$ cat src/rso_consts.svh
// offsets, field positions, reset values and counts of the register-subtract unit
`ifndef RSO_CONSTS_SVH
`define RSO_CONSTS_SVH

`define RSO_OFF_INSTR      8'h00
`define RSO_OFF_RF_INDEX   8'h04
`define RSO_OFF_RF_DATA    8'h08
`define RSO_OFF_FLAGS      8'h0C
`define RSO_OFF_RESULT     8'h10
`define RSO_OFF_FM_LINK    8'h14
`define RSO_OFF_FM_DATA    8'h18
`define RSO_OFF_IRQ_STATUS 8'h1C
`define RSO_OFF_IRQ_CLEAR  8'h20
`define RSO_OFF_IRQ_ENABLE 8'h24

`define RSO_OPCODE         6'h22
`define RSO_OPC_HI         31
`define RSO_OPC_LO         26
`define RSO_RD_HI          25
`define RSO_RD_LO          20
`define RSO_MEMUPD_BIT     19
`define RSO_COND_HI        18
`define RSO_COND_LO        16
`define RSO_RSA_HI         15
`define RSO_RSA_LO         10
`define RSO_MOD_HI         9
`define RSO_MOD_LO         6
`define RSO_ALWEX_BIT      5
`define RSO_RSB_HI         4
`define RSO_RSB_LO         0

`define RSO_RF_DEPTH       64
`define RSO_FM_DEPTH       16
`define RSO_MOD_FULL       4'h8

`define RSO_EV_DONE        0
`define RSO_EV_OVF         1
`define RSO_EV_BRANCH      2
`define RSO_EV_ILLEGAL     3
`define RSO_EV_W           4

`define RSO_RST_WORD       32'h00000000
`endif

$ cat src/rso_pkg.sv
// types of the register-subtract unit
package rso_pkg;
  typedef enum logic [2:0] {
    COND_NEVER, COND_ZERO, COND_NONZERO, COND_NEG,
    COND_NONNEG, COND_OVF, COND_POS, COND_ALWAYS
  } rso_cond_t;

  typedef enum logic {ST_IDLE, ST_EXEC} rso_state_t;
endpackage

$ cat src/rso_top.sv
// register-subtract instruction unit with APB register access and interrupt
`timescale 1ns/10ps
`include "rso_consts.svh"
`default_nettype none

module rso_top (
  input  wire logic        MCLK,
  input  wire logic        RESETN,
  input  wire logic        PSEL,
  input  wire logic        PENABLE,
  input  wire logic        PWRITE,
  input  wire logic [7:0]  PADDR,
  input  wire logic [31:0] PWDATA,
  output logic      [31:0] PRDATA,
  output logic             PREADY,
  output logic             PSLVERR,
  output logic             IRQ,
  output logic             BRANCH,
  output logic             OVERFLOW
);
  logic [31:0]         rf [0:`RSO_RF_DEPTH-1];
  logic [31:0]         fm [0:`RSO_FM_DEPTH-1];

  rso_pkg::rso_state_t state, next_state;
  logic [31:0]         instr, next_instr;
  logic [5:0]          rf_index, next_rf_index;
  logic [3:0]          fm_link, next_fm_link;
  logic [31:0]         result, next_result;
  logic                always_seen, next_always_seen;
  logic                rst_meta_n, rst_sync_n;
  logic [`RSO_EV_W-1:0] irq_status, next_irq_status;
  logic [`RSO_EV_W-1:0] irq_enable, next_irq_enable;
  logic [31:0]         next_prdata;
  logic                next_pready, next_pslverr, next_irq, next_branch, next_overflow;
  logic                rf_we, fm_we;
  logic [5:0]          rf_wa;
  logic [31:0]         rf_wd;
  logic [3:0]          fm_wa;
  logic [31:0]         fm_wd;

  logic [31:0]         alu_result;
  logic                alu_ovf, alu_branch;
  logic                setup, access_wr;
  logic [`RSO_EV_W-1:0] events, clears;

  rso_sub_core u_core (
    .opa                 (rf[instr[`RSO_RSA_HI:`RSO_RSA_LO]]),
    .opb                 (rf[{1'b0, instr[`RSO_RSB_HI:`RSO_RSB_LO]}]),
    .modulo_select_field (instr[`RSO_MOD_HI:`RSO_MOD_LO]),
    .cond                (rso_pkg::rso_cond_t'(instr[`RSO_COND_HI:`RSO_COND_LO])),
    .ovf_prev            (OVERFLOW),
    .result              (alu_result),
    .ovf_next            (alu_ovf),
    .take_branch         (alu_branch)
  );

  function automatic logic mapped(input logic [7:0] a);
    mapped = (a[1:0] == 2'b00) && (a <= `RSO_OFF_IRQ_ENABLE);
  endfunction

  // bus slave: read data and ready are prepared in the setup cycle
  always_comb begin
    setup        = PSEL && !PENABLE && !PREADY;
    access_wr    = PSEL && PENABLE && PREADY && PWRITE && !PSLVERR;
    next_pready  = setup;
    next_pslverr = setup && !mapped(PADDR);
    next_prdata  = `RSO_RST_WORD;
    if (setup && !PWRITE) begin
      unique case (PADDR)
        `RSO_OFF_INSTR:      next_prdata = instr;
        `RSO_OFF_RF_INDEX:   next_prdata = {26'h0000000, rf_index};
        `RSO_OFF_RF_DATA:    next_prdata = rf[rf_index];
        `RSO_OFF_FLAGS:      next_prdata = {28'h0000000, (state == rso_pkg::ST_EXEC),
                                            always_seen, BRANCH, OVERFLOW};
        `RSO_OFF_RESULT:     next_prdata = result;
        `RSO_OFF_FM_LINK:    next_prdata = {28'h0000000, fm_link};
        `RSO_OFF_FM_DATA:    next_prdata = fm[fm_link];
        `RSO_OFF_IRQ_STATUS: next_prdata = {28'h0000000, irq_status};
        `RSO_OFF_IRQ_ENABLE: next_prdata = {28'h0000000, irq_enable};
        default:             next_prdata = `RSO_RST_WORD;
      endcase
    end
  end

  // execution and register state
  always_comb begin
    next_state      = rso_pkg::ST_IDLE;
    next_instr      = instr;
    next_rf_index   = rf_index;
    next_fm_link    = fm_link;
    next_result     = result;
    next_always_seen = always_seen;
    next_irq_enable = irq_enable;
    next_branch     = 1'b0;
    next_overflow   = OVERFLOW;
    events          = '0;
    clears          = '0;
    rf_we           = 1'b0;
    rf_wa           = rf_index;
    rf_wd           = PWDATA;
    fm_we           = 1'b0;
    fm_wa           = fm_link;
    fm_wd           = PWDATA;

    if (access_wr) begin
      unique case (PADDR)
        `RSO_OFF_INSTR: begin
          next_instr = PWDATA;
          if (PWDATA[`RSO_OPC_HI:`RSO_OPC_LO] == `RSO_OPCODE) begin
            next_state = rso_pkg::ST_EXEC;
          end else begin
            events[`RSO_EV_ILLEGAL] = 1'b1;
          end
        end
        `RSO_OFF_RF_INDEX:   next_rf_index = PWDATA[5:0];
        `RSO_OFF_RF_DATA:    rf_we = 1'b1;
        `RSO_OFF_FM_LINK:    next_fm_link = PWDATA[3:0];
        `RSO_OFF_FM_DATA:    fm_we = 1'b1;
        `RSO_OFF_IRQ_CLEAR:  clears = PWDATA[`RSO_EV_W-1:0];
        `RSO_OFF_IRQ_ENABLE: next_irq_enable = PWDATA[`RSO_EV_W-1:0];
        default: begin
        end
      endcase
    end

    // a bus write never lands in the execute cycle, so array ports do not collide
    if (state == rso_pkg::ST_EXEC) begin
      rf_we         = 1'b1;
      rf_wa         = instr[`RSO_RD_HI:`RSO_RD_LO];
      rf_wd         = alu_result;
      next_result   = alu_result;
      next_overflow = alu_ovf;
      next_branch   = alu_branch;
      next_always_seen = instr[`RSO_ALWEX_BIT];
      if (instr[`RSO_MEMUPD_BIT]) begin
        fm_we = 1'b1;
        fm_wd = alu_result;
      end
      events[`RSO_EV_DONE]   = 1'b1;
      events[`RSO_EV_OVF]    = alu_ovf && !OVERFLOW;
      events[`RSO_EV_BRANCH] = alu_branch;
    end

    // a new event beats a clear in the same cycle
    next_irq_status = (irq_status & ~clears) | events;
    next_irq        = |(next_irq_status & next_irq_enable);
  end

  // the pin reset drops every flop outside the rf and fm arrays at once but is let go only on a clock edge,
  // so no flop sees its release inside a setup window; costs two cycles after release
  always_ff @(posedge MCLK or negedge RESETN) begin
    if (!RESETN) begin
      rst_meta_n <= 1'b0;
      rst_sync_n <= 1'b0;
    end else begin
      rst_meta_n <= 1'b1;
      rst_sync_n <= rst_meta_n;
    end
  end

  always_ff @(posedge MCLK or negedge rst_sync_n) begin
    if (!rst_sync_n) begin
      PRDATA  <= `RSO_RST_WORD;
      PREADY  <= 1'b0;
      PSLVERR <= 1'b0;
    end else begin
      PRDATA  <= next_prdata;
      PREADY  <= next_pready;
      PSLVERR <= next_pslverr;
    end
  end

  always_ff @(posedge MCLK or negedge rst_sync_n) begin
    if (!rst_sync_n) begin
      state       <= rso_pkg::ST_IDLE;
      instr       <= `RSO_RST_WORD;
      rf_index    <= 6'h00;
      fm_link     <= 4'h0;
      result      <= `RSO_RST_WORD;
      always_seen <= 1'b0;
      BRANCH      <= 1'b0;
      OVERFLOW    <= 1'b0;
    end else begin
      state       <= next_state;
      instr       <= next_instr;
      rf_index    <= next_rf_index;
      fm_link     <= next_fm_link;
      result      <= next_result;
      always_seen <= next_always_seen;
      BRANCH      <= next_branch;
      OVERFLOW    <= next_overflow;
    end
  end

  always_ff @(posedge MCLK or negedge rst_sync_n) begin
    if (!rst_sync_n) begin
      irq_status <= '0;
      irq_enable <= '0;
      IRQ        <= 1'b0;
    end else begin
      irq_status <= next_irq_status;
      irq_enable <= next_irq_enable;
      IRQ        <= next_irq;
    end
  end

  // arrays are not reset: contents are undefined until software loads them
  always_ff @(posedge MCLK) begin
    if (rf_we) begin
      rf[rf_wa] <= rf_wd;
    end
    if (fm_we) begin
      fm[fm_wa] <= fm_wd;
    end
  end
endmodule

`default_nettype wire

$ cat src/rso_sub_core.sv
// subtractor datapath: difference, modulo merge, overflow and branch decision
`timescale 1ns/10ps
`include "rso_consts.svh"
`default_nettype none

module rso_sub_core (
  input  wire logic              [31:0] opa,
  input  wire logic              [31:0] opb,
  input  wire logic              [3:0]  modulo_select_field,
  input  wire rso_pkg::rso_cond_t       cond,
  input  wire logic                     ovf_prev,
  output logic                   [31:0] result,
  output logic                          ovf_next,
  output logic                          take_branch
);
  logic [31:0] diff;
  logic [31:0] mask;
  logic        modulo;

  // field value k of 1..7 selects wrap at 2^(4k), 8..15 a full 32-bit wrap; 0 means plain 32-bit arithmetic
  function automatic logic [31:0] mod_mask(input logic [3:0] m);
    logic [5:0] bits;
    bits = {m[3:0], 2'b00};
    if (m == 4'h0 || m >= `RSO_MOD_FULL) begin
      mod_mask = 32'hFFFFFFFF;
    end else begin
      mod_mask = (32'h00000001 << bits) - 32'h00000001;
    end
  endfunction

  always_comb begin
    modulo = (modulo_select_field != 4'h0);
    mask   = mod_mask(modulo_select_field);
    diff   = opa - opb;
    // upper bits of the first source stay put, so a ring pointer keeps its base
    result = (opa & ~mask) | (diff & mask);
    if (modulo) begin
      ovf_next = ovf_prev;
    end else begin
      ovf_next = (opa[31] != opb[31]) && (diff[31] == opb[31]);
    end
    unique case (cond)
      rso_pkg::COND_NEVER:   take_branch = 1'b0;
      rso_pkg::COND_ZERO:    take_branch = (result == 32'h00000000);
      rso_pkg::COND_NONZERO: take_branch = (result != 32'h00000000);
      rso_pkg::COND_NEG:     take_branch = result[31];
      rso_pkg::COND_NONNEG:  take_branch = ~result[31];
      rso_pkg::COND_OVF:     take_branch = ovf_next;
      rso_pkg::COND_POS:     take_branch = ~result[31] && (result != 32'h00000000);
      rso_pkg::COND_ALWAYS:  take_branch = 1'b1;
    endcase
  end
endmodule

`default_nettype wire

$ cat config.mk
export PLATFORM = sky130hd
export DESIGN_NAME = rso_top
export DESIGN_NICKNAME = d
export VERILOG_FILES = /design/src/rso_pkg.sv /design/src/rso_top.sv /design/src/rso_sub_core.sv
export VERILOG_INCLUDE_DIRS = /design/src
export SDC_FILE = /design/constraint.sdc
export NUM_CORES = 2
export LEC_CHECK = 0
export ABC_CLOCK_PERIOD_IN_PS = 4190
export BUFFER_PORTS_ARGS = -buffer_cell sky130_fd_sc_hd__clkbuf_2
export CORE_UTILIZATION = 55
export CTS_BUF_LIST = sky130_fd_sc_hd__clkbuf_8
export CTS_CLUSTER_DIAMETER = 30
export DETAILED_ROUTE_END_ITERATION = 6
export PLACE_DENSITY = 0.71
export SLEW_MARGIN = 40
export SYNTH_ARGS = -nofsm -noshare
export SYNTH_HDL_FRONTEND = slang
export SYNTH_SLANG_ARGS = --single-unit
export TNS_END_PERCENT = 30
$ cat constraint.sdc
create_clock -name MCLK -period 4.19 [get_ports MCLK]
set_input_delay 0.419 -clock MCLK [delete_from_list [all_inputs] [get_ports MCLK]]
set_output_delay 0.419 -clock MCLK [all_outputs]
set_load 0.02 [all_outputs]
==> out/qor.txt <==
met2 usage: 0.584
clk sinks: 2683
Synth area leader: edfxtp_1
top-count cell post-synth: edfxtp_1
crit end category: flip-flop
root buf cell: clkbuf_8
Max Cap Viol: 0
residual DRC count: 10
antenna violations before repair: 27
die height: 489 um
ys flop type: edfxtp_1
Final Hold Violating Endpoints: 0
wire length per cell: 39.6 um
Final WS setup: -2.17 ns
Flop pwr share: 0.488
Fill cells: 14900
Final Non-Filler Cells: 11900
Port Buffers: 81
worst vdd ir: 0.000356 V
asr flop ratio synth: 0.0458
core area: 0.235 mm^2
busiest grt layer: met2
vias in the first global route: 85400
num rows: 178
Place WS: -2.34 ns
Final ANT Viol Nets: 0
failing checks: design-rule violations, negative setup slack
Yosys reg bits: 2683
Area Growth Syn to Fin: 23.6%
Ys Warns: 0
Syn Inst Count: 6619
cts bufs inserted: 558
crit path DAT: 7.40 ns
post-synth cell types: 95
fraction of layout cells with a size suffix above 1: 0.496
# IOs: 82
Slew Viols, Final: 0
sequential area share after synthesis: 0.613
Psw: 13.0 mW
Final Cycle Share: 1.52
post-detail-place hpwl: 313 mm
Synth top cells by count: edfxtp_1, mux4_2, mux2i_1, nand2_1, clkbuf_1
P per Cell Area: 374 mW/mm^2
GRT Total Usage: 0.396
EDFF count, synth: 2560
fmax: 157 MHz
first-pass GRT wire length: 650 mm
leakage: 52.3 nW
placed inst area: 0.147 mm^2
Clock Pin Slew Worst Setup and Hold Paths: 0.06 ns
TritonRoute pass-1 iters: 7
Yosys top cell area share: 0.590
Critical Path Fanout Max: 13
fin util: 0.684
dpl cells: 10800
M3 GR Usage: 0.143
DIE WIDTH: 489 um
Final Cell Area: 0.161 mm^2
initial drt markers: 14400
Data required, critical path: 5.23 ns
GR Overflow Total: 0
logic gate share of total power: 0.020
Slew @ Worst Pin: 0.946 ns
crit path launch type: flip-flop
setup TNS: -2891.51 ns
via count: 86400
worst min path class: flip-flop to asynchronous set/reset pin
internal power: 47.1 mW
largest net degree at the start of global routing: 118
H-tree Lvls: 6
Slew Limit Headroom: 0.369
Final setup violation count: 2425
nets@finish: 8399
initial cell density of the core: 0.554
M1 GR Usage: 0.519
Synth Cell Area: 0.130 mm^2
status: finished, violations left
syn_nets: 6697
Vias/cell: 7.24
CTS max path bufs: 4
clock group share of total power: 0.491
CTS tree: built
fin crit period: 6.36 ns
DIE AREA: 0.239 mm^2
Synth area leaders: edfxtp_1, mux4_2, mux2i_1, dfrtp_1, nand2_1
Mean Syn Cell Area: 19.7 um^2
RSZ-0062 raised after global routing: true
Placer Congestion: 0.996
Setup CP Type: flip-flop to flip-flop
clock latency on the worst-skew pair: 1.16 ns
Net Sw Frac: 0.217
final WL: 473 mm
Total Power: 60.2 mW
Setup Skew: 0.0878 ns
hold_ws: 0.120 ns
-- logic make-up (layout without fill, tap and decap cells) --
group / count (synthesis) / count (layout) / synth area share
AO/OA/AOI/OAI: 637 / 637 / 0.0336
XOR/XNOR: 20 / 20 / 0.00134
adder cells (fa/ha/maj): 33 / 33 / 0.00323
buffers and inverters: 552 / 2684 / 0.0199
flip-flops: 2683 / 2683 / 0.613
multiplexers: 1965 / 1965 / 0.303
other: 1 / 24 / 0.0000288
AND/OR/NAND/NOR: 728 / 728 / 0.0254
-- metal layers --
layer  vias up  part of all wire
met5         -           0.00029
met4        18             0.058
met3      1443              0.16
met2      7777              0.45
met1     44700              0.34
li1      32500                 -
-- what timing repair did --
item                        CTS  global route
gates cloned                  1             9
hold buffers                 46             1
resized for setup            67           117
hold endpoints to repair   1089             5
pin swaps                     8            13
setup endpoints to repair  2480          2438
setup buffers                 8            51
-- cell type report --
| class | count | area [um^2] | area share |
|---|---|---|---|
| Clock buffer | 573 | 7890 | 0.0489 |
| Clock inverter | 417 | 4020 | 0.0250 |
| Inverter | 37 | 151 | 0.000940 |
| Antenna cell | 23 | 57.6 | 0.000357 |
| Tap cell | 3150 | 3940 | 0.0245 |
| Timing Repair Buffer | 1657 | 15700 | 0.0977 |
| Multi-Input combinational cell | 3384 | 49300 | 0.306 |
| Sequential cell | 2683 | 80000 | 0.497 |
-- worst max-delay path, cell delays in order, from the launching register on --
cell	delay, ns
dfrtp_4	0.47
buf_12	0.16
buf_16	0.18
buf_4	0.20
buf_16	0.19
mux4_2	0.52
mux4_2	0.50
mux2i_2	0.21
o22ai_1	0.16
buf_4	0.21
ha_1	0.29
buf_4	0.16
a21oi_1	0.21
o21a_1	0.24
o21ai_0	0.12
o211ai_1	0.21
o311a_1	0.22
o2111ai_1	0.11
a2111o_1	0.38
or4_4	0.52
or4_4	0.46
mux2_4	0.34
o31ai_2	0.17
-- path summary, 6_finish.rpt --
path	start	end	slack, ns	cells after the start
setup reg to reg	instr[10]$_DFFE_PN0P_	IRQ$_DFF_PN0_	-2.17	22
max in group asynchronous	rst_sync_n$_DFF_PN0_	instr[14]$_DFFE_PN0P_	2.92	1
hold reg to reg	rst_sync_n$_DFF_PN0_	PRDATA[0]$_DFF_PN0_	0.12	0
hold / removal	rst_sync_n$_DFF_PN0_	PRDATA[0]$_DFF_PN0_	0.12	0
setup / recovery	instr[10]$_DFFE_PN0P_	IRQ$_DFF_PN0_	-2.17	22
min in group MCLK	PADDR[1]	irq_status[2]$_DFF_PN0_	0.16	7
-- placed cells by master (no fill, tap or decap), drive strengths merged, types with 28 or more instances in the layout --
cell type and count:
mux4 1576, a222oi 29, a21oi 119, bufinv 71, clkinv 169, o22ai 28, nand2 281, buf 1519
a22oi 124, clkinvlp 62, dfrtp 123, nand3 74, nor2 191, clkbuf 663, nor3 31, o21a 41
ha 32, inv 152, dlygate4sd3 47, edfxtp 2560, mux2 59, mux2i 330, o21ai 118
-- power groups by stage --
stage          logic, mW  registers (mW)  clock network (mW)
4_1_cts             1.15            29.4                29.7
6_report            1.23            29.4                29.6
5_1_grt             1.28            29.4                30.9
3_5_place_dp        1.10            29.9                   0
2_1_floorplan      0.469            30.0                   0
3_3_place_gp        1.06            29.9                   0
-- flip-flops by register name, summed over array words and instances (netlist names), 4 cells and up --
signal / count
PRDATA: 32
irq_status: 4
irq_enable: 4
rf_index: 6
result: 32
instr: 32
rf: 2048
fm: 512
fm_link: 4
Power figures use the tool's default switching activity.
